`src/core/ahm_consts.svh`:
```
`ifndef AHM_CONSTS_SVH
`define AHM_CONSTS_SVH
`define AHM_ADDR_W_DEF 32
`define AHM_DATA_W_DEF 32
`define AHM_USER_W_DEF 0
`define AHM_TRANS_IDLE 2'h0
`define AHM_TRANS_BUSY 2'h1
`define AHM_TRANS_NONSEQ 2'h2
`define AHM_TRANS_SEQ 2'h3
`define AHM_BURST_SINGLE 3'h0
`define AHM_BURST_INCR 3'h1
`define AHM_BURST_WRAP4 3'h2
`define AHM_BURST_INCR4 3'h3
`define AHM_BURST_WRAP8 3'h4
`define AHM_BURST_INCR8 3'h5
`define AHM_BURST_WRAP16 3'h6
`define AHM_BURST_INCR16 3'h7
`define AHM_BEATS_1 5'h01
`define AHM_BEATS_4 5'h04
`define AHM_BEATS_8 5'h08
`define AHM_BEATS_16 5'h10
`define AHM_RESP_OKAY 1'h0
`define AHM_RESP_ERROR 1'h1
`define AHM_BUF_DEPTH 3'h2
`define AHM_MST_IDLE 2'h1
`define AHM_MST_BURST 2'h2
`define AHM_SLV_IDLE 4'h1
`define AHM_SLV_DATA 4'h2
`define AHM_SLV_WAIT 4'h4
`define AHM_SLV_ERR 4'h8
`endif

```
`src/core/ahm_pkg.sv`:
```
package ahm_pkg;
`include "ahm_consts.svh"
  typedef enum logic [1:0] {
    AHM_MST_IDLE = `AHM_MST_IDLE,
    AHM_MST_BURST = `AHM_MST_BURST
  } ahm_mstate_type;
  typedef enum logic [3:0] {
    AHM_SLV_IDLE = `AHM_SLV_IDLE,
    AHM_SLV_DATA = `AHM_SLV_DATA,
    AHM_SLV_WAIT = `AHM_SLV_WAIT,
    AHM_SLV_ERR = `AHM_SLV_ERR
  } ahm_sstate_type;
  typedef logic [1:0] ahm_trans_type;
  typedef logic [2:0] ahm_burst_type;

  // Undefined-length bursts are not supported and run as single beats
  function automatic logic [4:0] ahm_beats(input ahm_burst_type b);
    logic [4:0] n;
    case (b)
      `AHM_BURST_WRAP4, `AHM_BURST_INCR4: n = `AHM_BEATS_4;
      `AHM_BURST_WRAP8, `AHM_BURST_INCR8: n = `AHM_BEATS_8;
      `AHM_BURST_WRAP16, `AHM_BURST_INCR16: n = `AHM_BEATS_16;
      default: n = `AHM_BEATS_1;
    endcase
    return n;
  endfunction
endpackage

```
`src/core/ahm_if.sv`:
```
`timescale 1ns/1ns
interface ahm_if #(
  parameter int ADDR_W = 32,
  parameter int DATA_W = 32,
  parameter int AUSER_W = 0,
  parameter int WUSER_W = 0,
  parameter int RUSER_W = 0
) ();
  // Zero-width sideband keeps a one-bit stub that carries constant zero
  localparam int AUW = (AUSER_W == 0) ? 1 : AUSER_W;
  localparam int WUW = (WUSER_W == 0) ? 1 : WUSER_W;
  localparam int RUW = (RUSER_W == 0) ? 1 : RUSER_W;
  logic [ADDR_W-1:0] haddr;
  logic [2:0] hburst;
  logic hmastlock;
  logic [3:0] hprot;
  logic [2:0] hsize;
  logic [1:0] htrans;
  logic hwrite;
  logic [DATA_W-1:0] hwdata;
  logic [WUW-1:0] hwuser;
  logic [AUW-1:0] hauser;
  logic [DATA_W-1:0] hrdata;
  logic [RUW-1:0] hruser;
  logic hready;
  logic hresp;
  modport master (
    output haddr, hburst, hmastlock, hprot, hsize, htrans, hwrite,
    output hwdata, hwuser, hauser,
    input hrdata, hruser, hready, hresp
  );
  modport slave (
    input haddr, hburst, hmastlock, hprot, hsize, htrans, hwrite,
    input hwdata, hwuser, hauser,
    output hrdata, hruser, hready, hresp
  );
endinterface

```
`src/core/ahm_master.sv`:
```
`timescale 1ns/1ns
`include "ahm_consts.svh"
module ahm_master #(
  parameter int ADDR_W = `AHM_ADDR_W_DEF,
  parameter int DATA_W = `AHM_DATA_W_DEF,
  parameter int AUSER_W = `AHM_USER_W_DEF,
  parameter int WUSER_W = `AHM_USER_W_DEF,
  parameter int RUSER_W = `AHM_USER_W_DEF,
  localparam int AUW = (AUSER_W == 0) ? 1 : AUSER_W,
  localparam int WUW = (WUSER_W == 0) ? 1 : WUSER_W,
  localparam int RUW = (RUSER_W == 0) ? 1 : RUSER_W
) (
  input wire logic clock_in,
  input wire logic reset_n_in,
  ahm_if.master bus,
  input wire logic cmd_valid_in,
  output logic cmd_ready_out,
  input wire logic [ADDR_W-1:0] cmd_addr_in,
  input wire logic cmd_write_in,
  input wire logic [2:0] cmd_size_in,
  input wire ahm_pkg::ahm_burst_type cmd_burst_in,
  input wire logic [3:0] cmd_prot_in,
  input wire logic cmd_lock_in,
  input wire logic [DATA_W-1:0] cmd_wdata_in,
  input wire logic [WUW-1:0] cmd_wuser_in,
  input wire logic [AUW-1:0] cmd_auser_in,
  output logic rsp_valid_out,
  input wire logic rsp_ready_in,
  output logic [DATA_W-1:0] rsp_rdata_out,
  output logic [RUW-1:0] rsp_ruser_out,
  output logic rsp_err_out,
  output logic rsp_write_out
);
  import ahm_pkg::*;
  localparam int EW = DATA_W + RUW + 2;

  // Command holding slot
  logic pv_q, pv_d, crdy_q, crdy_d;
  logic [ADDR_W-1:0] pa_q, pa_d;
  logic pw_q, pw_d, pl_q, pl_d;
  logic [2:0] ps_q, ps_d, pb_q, pb_d;
  logic [3:0] pp_q, pp_d;
  logic [DATA_W-1:0] pwd_q, pwd_d;
  logic [WUW-1:0] pwu_q, pwu_d;
  logic [AUW-1:0] pau_q, pau_d;

  // Address phase
  ahm_mstate_type st_q, st_d;
  logic [4:0] left_q, left_d;
  logic [ADDR_W-1:0] haddr_q, haddr_d;
  logic [2:0] hburst_q, hburst_d, hsize_q, hsize_d;
  logic hlock_q, hlock_d, hwrite_q, hwrite_d;
  logic [3:0] hprot_q, hprot_d;
  ahm_trans_type htrans_q, htrans_d;
  logic [AUW-1:0] hauser_q, hauser_d;
  logic [DATA_W-1:0] awd_q, awd_d;
  logic [WUW-1:0] awu_q, awu_d;

  // Data phase
  logic dv_q, dv_d, dw_q, dw_d;
  logic [DATA_W-1:0] hwdata_q, hwdata_d;
  logic [WUW-1:0] hwuser_q, hwuser_d;

  // Two-entry response buffer, head drives the user outputs
  logic b0v_q, b0v_d, b1v_q, b1v_d;
  logic [EW-1:0] b0_q, b0_d, b1_q, b1_d, ent;

  logic ap_v, pop, push, room, take;
  logic [2:0] outst;

  assign ap_v = htrans_q == `AHM_TRANS_NONSEQ || htrans_q == `AHM_TRANS_SEQ;
  assign pop = b0v_q && rsp_ready_in;
  // A write completion carries only its response
  assign push = bus.hready && dv_q;
  // Every issued beat owns a buffer slot, so a stalled reader never loses a word
  assign outst = 3'({2'h0, b0v_q}) + 3'({2'h0, b1v_q}) + 3'({2'h0, dv_q})
    + 3'({2'h0, ap_v}) - 3'({2'h0, pop});
  assign room = outst < `AHM_BUF_DEPTH;
  assign take = bus.hready && pv_q && room;
  assign ent = {dw_q ? '0 : bus.hrdata,
    (RUSER_W == 0 || dw_q) ? RUW'(0) : bus.hruser,
    bus.hresp == `AHM_RESP_ERROR, dw_q};

  always_comb begin
    pv_d = pv_q && !take;
    {pa_d, pw_d, pl_d, ps_d, pb_d, pp_d, pwd_d, pwu_d, pau_d} =
      {pa_q, pw_q, pl_q, ps_q, pb_q, pp_q, pwd_q, pwu_q, pau_q};
    if (cmd_valid_in && crdy_q) begin
      pv_d = 1'b1;
      {pa_d, pw_d, pl_d, ps_d, pb_d, pp_d, pwd_d, pwu_d, pau_d} = {cmd_addr_in, cmd_write_in,
        cmd_lock_in, cmd_size_in, cmd_burst_in, cmd_prot_in, cmd_wdata_in, cmd_wuser_in,
        cmd_auser_in};
    end
    crdy_d = !pv_d;
  end

  always_comb begin
    st_d = st_q;
    left_d = left_q;
    haddr_d = haddr_q;
    hburst_d = hburst_q;
    hsize_d = hsize_q;
    hlock_d = hlock_q;
    hwrite_d = hwrite_q;
    hprot_d = hprot_q;
    htrans_d = htrans_q;
    hauser_d = hauser_q;
    awd_d = awd_q;
    awu_d = awu_q;
    dv_d = dv_q;
    dw_d = dw_q;
    hwdata_d = hwdata_q;
    hwuser_d = hwuser_q;
    // Nothing moves while the slave stretches the phase
    if (bus.hready) begin
      dv_d = ap_v;
      dw_d = hwrite_q;
      hwdata_d = hwrite_q ? awd_q : '0;
      hwuser_d = (WUSER_W == 0 || !hwrite_q) ? '0 : awu_q;
      case (st_q)
        AHM_MST_IDLE: begin
          if (take) begin
            htrans_d = `AHM_TRANS_NONSEQ;
            haddr_d = pa_q;
            hburst_d = pb_q;
            hsize_d = ps_q;
            hprot_d = pp_q;
            hlock_d = pl_q;
            hwrite_d = pw_q;
            hauser_d = (AUSER_W == 0) ? '0 : pau_q;
            awd_d = pwd_q;
            awu_d = pwu_q;
            left_d = ahm_beats(pb_q) - 5'h01;
            st_d = (ahm_beats(pb_q) > `AHM_BEATS_1) ? AHM_MST_BURST : AHM_MST_IDLE;
          end else begin
            htrans_d = `AHM_TRANS_IDLE;
            hlock_d = 1'b0;
          end
        end
        AHM_MST_BURST: begin
          // Burst control is frozen; only address and data follow the command
          if (take) begin
            htrans_d = `AHM_TRANS_SEQ;
            haddr_d = pa_q;
            hauser_d = (AUSER_W == 0) ? '0 : pau_q;
            awd_d = pwd_q;
            awu_d = pwu_q;
            left_d = left_q - 5'h01;
            st_d = (left_q == `AHM_BEATS_1) ? AHM_MST_IDLE : AHM_MST_BURST;
          end else begin
            htrans_d = `AHM_TRANS_BUSY;
          end
        end
        default: begin
          st_d = AHM_MST_IDLE;
          htrans_d = `AHM_TRANS_IDLE;
        end
      endcase
    end
  end

  always_comb begin
    b0v_d = b0v_q;
    b1v_d = b1v_q;
    b0_d = b0_q;
    b1_d = b1_q;
    if (pop) begin
      b0v_d = b1v_q;
      b0_d = b1_q;
      b1v_d = 1'b0;
    end
    if (push) begin
      if (!b0v_d) begin
        b0v_d = 1'b1;
        b0_d = ent;
      end else begin
        b1v_d = 1'b1;
        b1_d = ent;
      end
    end
  end

  always_ff @(posedge clock_in or negedge reset_n_in) begin
    if (!reset_n_in) begin
      pv_q <= 1'b0;
      crdy_q <= 1'b1;
      {pa_q, pw_q, pl_q, ps_q, pb_q, pp_q, pwd_q, pwu_q, pau_q} <= '0;
      st_q <= AHM_MST_IDLE;
      left_q <= '0;
      haddr_q <= '0;
      hburst_q <= `AHM_BURST_SINGLE;
      hsize_q <= '0;
      hlock_q <= 1'b0;
      hwrite_q <= 1'b0;
      hprot_q <= '0;
      htrans_q <= `AHM_TRANS_IDLE;
      hauser_q <= '0;
      awd_q <= '0;
      awu_q <= '0;
      dv_q <= 1'b0;
      dw_q <= 1'b0;
      hwdata_q <= '0;
      hwuser_q <= '0;
      b0v_q <= 1'b0;
      b1v_q <= 1'b0;
      b0_q <= '0;
      b1_q <= '0;
    end else begin
      pv_q <= pv_d;
      crdy_q <= crdy_d;
      {pa_q, pw_q, pl_q, ps_q, pb_q, pp_q, pwd_q, pwu_q, pau_q} <=
        {pa_d, pw_d, pl_d, ps_d, pb_d, pp_d, pwd_d, pwu_d, pau_d};
      st_q <= st_d;
      left_q <= left_d;
      haddr_q <= haddr_d;
      hburst_q <= hburst_d;
      hsize_q <= hsize_d;
      hlock_q <= hlock_d;
      hwrite_q <= hwrite_d;
      hprot_q <= hprot_d;
      htrans_q <= htrans_d;
      hauser_q <= hauser_d;
      awd_q <= awd_d;
      awu_q <= awu_d;
      dv_q <= dv_d;
      dw_q <= dw_d;
      hwdata_q <= hwdata_d;
      hwuser_q <= hwuser_d;
      b0v_q <= b0v_d;
      b1v_q <= b1v_d;
      b0_q <= b0_d;
      b1_q <= b1_d;
    end
  end

  assign bus.haddr = haddr_q;
  assign bus.hburst = hburst_q;
  assign bus.hmastlock = hlock_q;
  assign bus.hprot = hprot_q;
  assign bus.hsize = hsize_q;
  assign bus.htrans = htrans_q;
  assign bus.hwrite = hwrite_q;
  assign bus.hwdata = hwdata_q;
  assign bus.hwuser = hwuser_q;
  assign bus.hauser = hauser_q;
  assign cmd_ready_out = crdy_q;
  assign rsp_valid_out = b0v_q;
  assign rsp_rdata_out = b0_q[EW-1 -: DATA_W];
  assign rsp_ruser_out = b0_q[RUW+1:2];
  assign rsp_err_out = b0_q[1];
  assign rsp_write_out = b0_q[0];
endmodule

```
`src/flat_wrapper.sv`:
```
// flat-port wrapper written by rule: the top's interface ports become plain ports
module ahm_master_flat import ahm_pkg::*;
#(
  parameter int ADDR_W = `AHM_ADDR_W_DEF,
  parameter int DATA_W = `AHM_DATA_W_DEF,
  parameter int AUSER_W = `AHM_USER_W_DEF,
  parameter int WUSER_W = `AHM_USER_W_DEF,
  parameter int RUSER_W = `AHM_USER_W_DEF,
  localparam int AUW = (AUSER_W == 0) ? 1 : AUSER_W,
  localparam int WUW = (WUSER_W == 0) ? 1 : WUSER_W,
  localparam int RUW = (RUSER_W == 0) ? 1 : RUSER_W
)
  (clock_in, reset_n_in, cmd_valid_in, cmd_ready_out, cmd_addr_in, cmd_write_in, cmd_size_in, cmd_burst_in, cmd_prot_in, cmd_lock_in, cmd_wdata_in, cmd_wuser_in, cmd_auser_in, rsp_valid_out, rsp_ready_in, rsp_rdata_out, rsp_ruser_out, rsp_err_out, rsp_write_out, bus_haddr, bus_hburst, bus_hmastlock, bus_hprot, bus_hsize, bus_htrans, bus_hwrite, bus_hwdata, bus_hwuser, bus_hauser, bus_hrdata, bus_hruser, bus_hready, bus_hresp);
  ahm_if #(.ADDR_W(ADDR_W), .DATA_W(DATA_W), .AUSER_W(AUSER_W), .WUSER_W(WUSER_W), .RUSER_W(RUSER_W)) bus_i ();
  input wire logic clock_in;
  input wire logic reset_n_in;
  input wire logic cmd_valid_in;
  output logic cmd_ready_out;
  input wire logic [ADDR_W-1:0] cmd_addr_in;
  input wire logic cmd_write_in;
  input wire logic [2:0] cmd_size_in;
  input wire ahm_pkg::ahm_burst_type cmd_burst_in;
  input wire logic [3:0] cmd_prot_in;
  input wire logic cmd_lock_in;
  input wire logic [DATA_W-1:0] cmd_wdata_in;
  input wire logic [WUW-1:0] cmd_wuser_in;
  input wire logic [AUW-1:0] cmd_auser_in;
  output logic rsp_valid_out;
  input wire logic rsp_ready_in;
  output logic [DATA_W-1:0] rsp_rdata_out;
  output logic [RUW-1:0] rsp_ruser_out;
  output logic rsp_err_out;
  output logic rsp_write_out;
  output wire logic [$bits(bus_i.haddr)-1:0] bus_haddr;
  output wire logic [$bits(bus_i.hburst)-1:0] bus_hburst;
  output wire logic [$bits(bus_i.hmastlock)-1:0] bus_hmastlock;
  output wire logic [$bits(bus_i.hprot)-1:0] bus_hprot;
  output wire logic [$bits(bus_i.hsize)-1:0] bus_hsize;
  output wire logic [$bits(bus_i.htrans)-1:0] bus_htrans;
  output wire logic [$bits(bus_i.hwrite)-1:0] bus_hwrite;
  output wire logic [$bits(bus_i.hwdata)-1:0] bus_hwdata;
  output wire logic [$bits(bus_i.hwuser)-1:0] bus_hwuser;
  output wire logic [$bits(bus_i.hauser)-1:0] bus_hauser;
  input wire logic [$bits(bus_i.hrdata)-1:0] bus_hrdata;
  input wire logic [$bits(bus_i.hruser)-1:0] bus_hruser;
  input wire logic [$bits(bus_i.hready)-1:0] bus_hready;
  input wire logic [$bits(bus_i.hresp)-1:0] bus_hresp;
  assign bus_haddr = bus_i.haddr;
  assign bus_hburst = bus_i.hburst;
  assign bus_hmastlock = bus_i.hmastlock;
  assign bus_hprot = bus_i.hprot;
  assign bus_hsize = bus_i.hsize;
  assign bus_htrans = bus_i.htrans;
  assign bus_hwrite = bus_i.hwrite;
  assign bus_hwdata = bus_i.hwdata;
  assign bus_hwuser = bus_i.hwuser;
  assign bus_hauser = bus_i.hauser;
  assign bus_i.hrdata = bus_hrdata;
  assign bus_i.hruser = bus_hruser;
  assign bus_i.hready = bus_hready;
  assign bus_i.hresp = bus_hresp;
  ahm_master #(.ADDR_W(ADDR_W), .DATA_W(DATA_W), .AUSER_W(AUSER_W), .WUSER_W(WUSER_W), .RUSER_W(RUSER_W)) u_core (.clock_in(clock_in), .reset_n_in(reset_n_in), .bus(bus_i), .cmd_valid_in(cmd_valid_in), .cmd_ready_out(cmd_ready_out), .cmd_addr_in(cmd_addr_in), .cmd_write_in(cmd_write_in), .cmd_size_in(cmd_size_in), .cmd_burst_in(cmd_burst_in), .cmd_prot_in(cmd_prot_in), .cmd_lock_in(cmd_lock_in), .cmd_wdata_in(cmd_wdata_in), .cmd_wuser_in(cmd_wuser_in), .cmd_auser_in(cmd_auser_in), .rsp_valid_out(rsp_valid_out), .rsp_ready_in(rsp_ready_in), .rsp_rdata_out(rsp_rdata_out), .rsp_ruser_out(rsp_ruser_out), .rsp_err_out(rsp_err_out), .rsp_write_out(rsp_write_out));
endmodule
```
`config.mk`:
```
export PLATFORM = sky130hd
export DESIGN_NAME = ahm_master_flat
export DESIGN_NICKNAME = d
export VERILOG_FILES = /design/src/core/ahm_pkg.sv /design/src/core/ahm_if.sv /design/src/core/ahm_master.sv /design/src/flat_wrapper.sv
export VERILOG_INCLUDE_DIRS = /design/src /design/src/core
export SDC_FILE = /design/constraint.sdc
export NUM_CORES = 1
export LEC_CHECK = 0
export ABC_AREA = 1
export BUFFER_PORTS_ARGS = -buffer_cell sky130_fd_sc_hd__buf_2
export CORE_MARGIN = 2
export CORE_UTILIZATION = 49
export CTS_CLUSTER_DIAMETER = 150
export DETAILED_ROUTE_END_ITERATION = 8
export PLACE_DENSITY_LB_ADDON = 0.1
export SLEW_MARGIN = 20
export SYNTH_ARGS = -nofsm -noshare
export SYNTH_HDL_FRONTEND = slang
export SYNTH_SLANG_ARGS = --single-unit
```
`constraint.sdc`:
```
create_clock -name clock_in -period 3.1 [get_ports clock_in]
set_input_delay 0.155 -clock clock_in [delete_from_list [all_inputs] [get_ports clock_in]]
set_output_delay 0.155 -clock clock_in [all_outputs]
set_load 0.02 [all_outputs]
```
==> metrics.txt, run 1 <==
post-synthesis mux area share=7.88%; placed cell area=12200 sq um; synth warn=0; RSZ-0062 raised after global routing=no; Syn Inst Count=1088; initial core utilization=49.9%; Synth Area in Compound Gates=9.24%; Remaining DRCs=0; final setup vio count=0; # port buffers=228; Setup crit end kind=register; H-tree levels=1; status=complete, no violations; WS Path Type=reg -> reg; register area share after synthesis=61.8%; minimum clock period=2900 ps; antenna violations before repair=2; ranking of synthesized cells by area=dfrtp_1 (61%), nand2_1 (13%), mux2_2 (7.9%); Synth Area in Simple Gates=14.0%; worst stage delay on the critical path=620 ps; count leader, synth=nand2_1; ratio of cells with drive above 1 in the final layout=25.7%; crit-path max FO=11; antenna viol nets, final=0; worst hold-check path type=in -> reg; hold path start=rsp_ready_in; dpl ws=208 ps; Slew headroom=40.1%; worst endpoint data arrival time=3390 ps; final total power=14.3 mW; GR Overflow Total=0; f_max=344 MHz; global-route wire length before repair=41.0 mm; hold slack=225 ps; Mean Syn Cell Area=9.98 sq um; most frequent cells after synthesis=nand2_1 (364), dfrtp_1 (266), o21ai_0 (148); Critical Path RT=3580 ps; post-synthesis xor/xnor area fraction=0%; setup TNS=0 ps; FF-to-FF End=u_core.bus.hsize[2]$_DFFE_PN0P_; startpoint types=register; worst setup margin=197 ps; leakage=7.24 nW; Clock Path Buffers=3; Hold EP=u_core.b0_q[2]$_DFF_PN0_; Netlist Area Pre-Place=10900 sq um; utilization after layout=65.5%; TritonCTS clock tree=yes; Ports=234; Max stage delay cell, worst path=nor2_1; cell breakdown of the critical path=nand2_2, clkinv_1, ha_1, inv_1, ha_1, a21o_1, fa_1, nor2_2, nand2_2, nor2_1, nand2_1, nand2_1; count of nets after finishing=1540; Inst Count DP=1552; Power Dens Cells=1000 nW/um^2; cell taking the most area after synthesis=dfrtp_1; Synth async-reset ratio=100%; 1st-iter DRT viols=450; Slew Limit Fails=0; placer congestion estimate=0.768; # rows=54; crit share post-route=93.7%; Core Region=21800 sq um; Worst-path clk slew=60 ps; CTS Sinks=268; synth unique cells=29; worst reg-to-reg setup slack=200 ps; clock latency on the worst-skew pair=540 ps; DR vias/cell=4.83; number of synthesized flops with an enable pin=0; WL per Instance=14.4 microns; full die area=23400 sq um; final instance area=14300 sq um; worst-margin pin slew=897 ps; global-route usage over all layers=21.1%; ys flop type=dfrtp_1; Pre-antenna DRT Iters=6; TritonCTS Buffers=29; combinational family with the most area after synthesis=simple AND/OR/NAND/NOR gates; #FFs+latches synth=268; top cell type's share of synthesized area=61.3%; Total Routed Length=24.7 mm; Non-Filler Instances=1720; DPL Wire Length=14.8 mm; Max-Cap Viols=0; Final Hold Violating Endpoints=0; DR vias=8311; Cells on Worst Hold Path=5; Area growth syn-to-layout=31.3%; largest net degree at the start of global routing=99; adder-cell share of the synthesized area=0.991%; vias in the first global route=8208; Root Driver=clkbuf_16; R2R Path Start=u_core.rsp_valid_out$_DFF_PN0_; r2r worst-path depth=12; DIE WIDTH=153 microns; Worst VDD drop=0.000578 V; Die H=153 microns; Clock Skew=18.6 ps
==> critical path: cells and delay by family, from the launching register on <==
| family | cells | cell delay [ps] |
|---|---|---|
| buffers and inverters | 2 | 120 |
| AND/OR/NAND/NOR | 6 | 1180 |
| AO/OA/AOI/OAI | 1 | 160 |
| adder cells (fa/ha/maj) | 3 | 1020 |
| flip-flops | 1 | 390 |
==> cells in the final DEF, fill, tap and decap left out, types with 7 or more instances in the layout <==
cell / synthesis / layout
clkbuf_1: 25 / 17
o22ai_1: 32 / 32
nand2_1: 364 / 362
buf_4: 5 / 12
nor2_1: 11 / 11
o21ai_0: 148 / 148
o21ai_1: 7 / 7
mux2_2: 76 / 76
dfrtp_1: 266 / 266
nand3_1: 8 / 8
inv_1: 86 / 86
ha_1: 7 / 7
clkbuf_16: 0 / 29
buf_2: 22 / 227
dlygate4sd3_1: 0 / 112
==> kinds of logic (layout without fill, tap and decap cells) <==
kind of cell,after synthesis,count (layout)
other,1,4
AOI/OAI and AO/OA,192,192
and+or+nand+nor,392,392
DFF,268,268
adders and majority gates,8,8
muxes,76,76
buffers and inverters,151,500
==> flip-flops by register name, indices dropped and copies added (netlist names), 2 cells and up <==
name,count
u_core.pa_q,32
u_core.bus.htrans,2
u_core.st_q,2
u_core.bus.hwdata,32
u_core.pwd_q,32
u_core.pb_q,3
u_core.b1_q,34
u_core.ps_q,3
u_core.bus.hsize,3
u_core.left_q,5
u_core.b0_q,35
u_core.pp_q,4
u_core.awd_q,32
u_core.bus.haddr,32
u_core.bus.hprot,4
u_core.bus.hburst,3
==> routing by layer <==
layer,GRT usage [%],routed length (microns)
met4,5.56,535
met5,0,0
met1,28.5,11100
met2,35.0,11600
met3,4.39,1540
==> layout make-up <==
| cell class | count | area, sq um |
|---|---|---|
| diodes | 2 | 5.00 |
| clock buffers | 50 | 845 |
| clock inverters | 4 | 52.6 |
| fillers | 1785 | 7500 |
| inverters | 90 | 338 |
| multi-input cells | 670 | 3520 |
| flip-flops and latches | 268 | 6710 |
| well taps | 280 | 350 |
| repair buffers | 356 | 2440 |
==> repair_timing <==
| item | 4_1_cts | 5_1_grt |
|---|---|---|
| hold endpoints to repair | 238 | 0 |
| hold buffers | 112 | 0 |
| buffers inserted | 0 | 0 |
| gates resized for setup | 0 | 0 |
==> worst max path at each step <==
stage | slack [ps] | cells after the start | start | to
final | 200 | 12 | u_core.rsp_valid_out$_DFF_PN0_ | u_core.bus.hsize[2]$_DFFE_PN0P_
after global routing | 4 | 14 | u_core.rsp_valid_out$_DFF_PN0_ | u_core.bus.hprot[1]$_DFFE_PN0P_
after CTS | 190 | 12 | u_core.rsp_valid_out$_DFF_PN0_ | u_core.bus.hsize[2]$_DFFE_PN0P_
after detailed placement | 210 | 12 | u_core.rsp_valid_out$_DFF_PN0_ | u_core.bus.hsize[1]$_DFFE_PN0P_
after global placement | 250 | 12 | u_core.rsp_valid_out$_DFF_PN0_ | u_core.bus.hprot[2]$_DFFE_PN0P_
after floorplan | 60 | 14 | u_core.rsp_valid_out$_DFF_PN0_ | u_core.bus.haddr[21]$_DFFE_PN0P_
==> report_power, final <==
group	switching (mW)	internal, mW	total, mW	leakage [nW]
registers	0.765	5.14	5.91	3.34
logic	3.16	1.95	5.11	3.46
clock network	1.34	1.92	3.27	0.433
total	5.27	9.01	14.3	7.24
Power figures use the tool's default switching activity.
==> run 2, diff against run 1 <==
--- a/config.mk
+++ b/config.mk
@@ -9,7 +9,8 @@
 export ABC_AREA = 1
 export BUFFER_PORTS_ARGS = -buffer_cell sky130_fd_sc_hd__buf_2
 export CORE_MARGIN = 2
-export CORE_UTILIZATION = 49
+export CORE_UTILIZATION = 50
+export CTS_BUF_LIST = sky130_fd_sc_hd__clkbuf_8
 export CTS_CLUSTER_DIAMETER = 150
 export DETAILED_ROUTE_END_ITERATION = 8
 export PLACE_DENSITY_LB_ADDON = 0.1
==> constraint.sdc (replaced) <==
create_clock -name clock_in -period 3.1 [get_ports clock_in]
set_input_delay 0.155 -clock clock_in [delete_from_list [all_inputs] [get_ports clock_in]]
set_output_delay 0.155 -clock clock_in [all_outputs]
set_load 0.01 [all_outputs]
==> run 2 against run 1 <==
Net effect: setup slack gained 170 ps; clock power down 12%; total power shrank 5.9%; first-iteration DRC count down 26%; register-to-register slack better by 170 ps.
==> metrics.txt, run 2 (synthesis results as in run 1) <==
worst hold-check path type=in -> reg; largest net degree at the start of global routing=101 (+2.0%); Slew Limit Fails=0 (unchanged); f_max=366 MHz (+6.4%); DR vias=8376 (+0.78%); initial core utilization=51.3% (+1.4 points); WS Path Type=reg -> reg; global-route usage over all layers=22.3% (+1.2 points); Die H=151 microns (-0.98%); Largest register FFs=35 (unchanged); Largest regs=u_core.b0_q: 35 flops, u_core.b1_q: 34 flops; H-tree levels=2 (+1); DIE WIDTH=151 microns (-0.98%); ant diodes=0 (-2); worst reg-to-reg setup slack=370 ps (+170 ps); leakage=7.31 nW (+1.0%); Worst-path clk slew=60 ps (about the same); Cells on Worst Hold Path=5 (unchanged); worst-margin pin slew=778 ps (-119 ps); setup TNS=0 ps (unchanged); placed cell area=12200 sq um (about the same); WL per Instance=14.4 microns (+0.17%); clock latency on the worst-skew pair=530 ps (about the same); RSZ-0062 raised after global routing=no; DR vias/cell=4.82 (-0.26%); FF-to-FF End=u_core.awd_q[11]$_DFFE_PN0P_; global-route wire length before repair=40.8 mm (-0.54%); Inst Count DP=1549 (-0.19%); Max-Cap Viols=0 (unchanged); commonest non-fill, non-tap cell in the layout=nand2_1; Core Region=21200 sq um (-2.8%); Top delay family on crit path=adder cells; cell breakdown of the critical path=nand2_2, clkinv_1, ha_1, inv_1, ha_1, a21o_1, fa_1, nor2_2, nand2_2, nor2_4, buf_12, o21ai_0; Area growth syn-to-layout=30.7%; Hold EP=u_core.b0_q[2]$_DFF_PN0_; r2r worst-path depth=12 (unchanged); Final Hold Violating Endpoints=0 (unchanged); status=complete, no violations; Critical Path RT=3490 ps (-90 ps); antenna viol nets, final=0 (unchanged); Setup crit end kind=register; final setup vio count=0 (unchanged); R2R Path Start=u_core.rsp_valid_out$_DFF_PN0_; post-CTS setup buffer count=0 (unchanged); Worst VDD drop=0.000677 V (+17%); hold path start=rsp_ready_in; Clock Path Buffers=3 (unchanged); full die area=22900 sq um (-2.0%); worst endpoint data arrival time=3120 ps (-270 ps); Root Driver=clkbuf_8; Non-Filler Instances=1738 (+1.0%); TritonCTS clock tree=yes; TritonCTS Buffers=44 (+52%); count of nets after finishing=1557 (+1.1%); DPL Wire Length=15.0 mm (+0.79%); Ports=234 (unchanged); crit share post-route=88.0% (-5.6 points); Total Routed Length=25.0 mm (+1.2%); 1st-iter DRT viols=333 (-26%); crit path buf inv count=3 (+1); final instance area=14200 sq um (-0.46%); Pre-antenna DRT Iters=4 (-2); Power Dens Cells=947 nW/um^2 (-5.5%); vias in the first global route=8293 (+1.0%); # rows=53 (-1.9%); worst stage delay on the critical path=480 ps (-140 ps); Max stage delay cell, worst path=fa_1; Slew headroom=48.1% (+7.9 points); largest reg by FF count=u_core.b0_q; minimum clock period=2730 ps (-175 ps); startpoint types=register; CTS Sinks=268 (unchanged); antenna violations before repair=0 (-2); placer congestion estimate=0.778 (+1.3%); Clock Skew=14.2 ps (-4.38 ps); crit-path max FO=73 (+62); # port buffers=228 (unchanged); ratio of cells with drive above 1 in the final layout=27.1% (+1.3 points); Remaining DRCs=0 (unchanged); GR Overflow Total=0 (unchanged); commonest non-fill, non-tap cells in the layout=nand2_1 (362), dfrtp_1 (266), buf_2 (227); hold slack=232 ps (+6.05 ps)
==> run 2: changes by cell type in the layout (fill, tap and decap cells not counted), moves of 2 or more <==
cell and change:
clkbuf_8 +50, clkbuf_16 -29, clkbuf_1 -17, inv_1 +17, clkinv_2 +5, buf_4 +3
diode_2 -2
==> run 2: report_power, final <==
group	internal [mW]	switching [mW]
registers	5.14	0.770
clock network	1.57	1.33
logic	1.95	2.68
==> run 2: worst reg2reg max path, cell delays in order (launching register included) <==
cell	delay [ps]
dfrtp_1	390
nand2_2	80
clkinv_1	80
ha_1	280
inv_1	40
ha_1	260
a21o_1	160
fa_1	480
nor2_2	130
nand2_2	120
nor2_4	140
buf_12	280
o21ai_0	150
==> run 2: area by class of cell <==
| class | count | area [sq um] |
|---|---|---|
| fill | 1672 | 6960 |
| timing repair buffer | 358 | 2440 |
| multi-input combinational | 670 | 3520 |
| tap | 275 | 344 |
| inverter | 90 | 338 |
| sequential | 268 | 6710 |
| clock inverter | 23 | 93.8 |
| clock buffer | 54 | 743 |
==> run 2: how the worst max path moves through the flow <==
stage	from	to	slack, ps	cells past startpoint
6_report	u_core.rsp_valid_out$_DFF_PN0_	u_core.awd_q[11]$_DFFE_PN0P_	370	12
5_1_grt	u_core.rsp_valid_out$_DFF_PN0_	u_core.awd_q[4]$_DFFE_PN0P_	150	13
4_1_cts	u_core.rsp_valid_out$_DFF_PN0_	u_core.bus.hprot[1]$_DFFE_PN0P_	110	12
3_5_place_dp	u_core.rsp_valid_out$_DFF_PN0_	u_core.bus.hprot[1]$_DFFE_PN0P_	130	14
3_3_place_gp	u_core.rsp_valid_out$_DFF_PN0_	u_core.bus.hburst[2]$_DFFE_PN0P_	230	12
2_1_floorplan	u_core.rsp_valid_out$_DFF_PN0_	u_core.bus.haddr[21]$_DFFE_PN0P_	120	14
==> run 2: routing by layer <==
layer | vias up | track usage [%] | share of wire (%)
met4 | 0 | 6.12 | 1.9
met3 | 42 | 6.39 | 7.0
li1 | 4177 | - | -
met5 | - | 0 | 0
met2 | 224 | 35.9 | 47
met1 | 3933 | 29.7 | 44
==> run 2: timing repair <==
action                     in CTS  in global routing
hold buffers                  112                  0
gates resized for setup         0                  1
setup endpoints to repair       0                 11
hold endpoints to repair      238                  0
==> run 2: stage by stage <==
stage          setup WS [ps]  util, %  power, mW
2_1_floorplan            118        -       8.90
3_3_place_gp             230     57.8       10.3
3_5_place_dp             133     57.8       10.5
4_1_cts                  108     67.0       13.6
5_1_grt                  148     67.1       14.6
6_report                 371     67.1       13.4
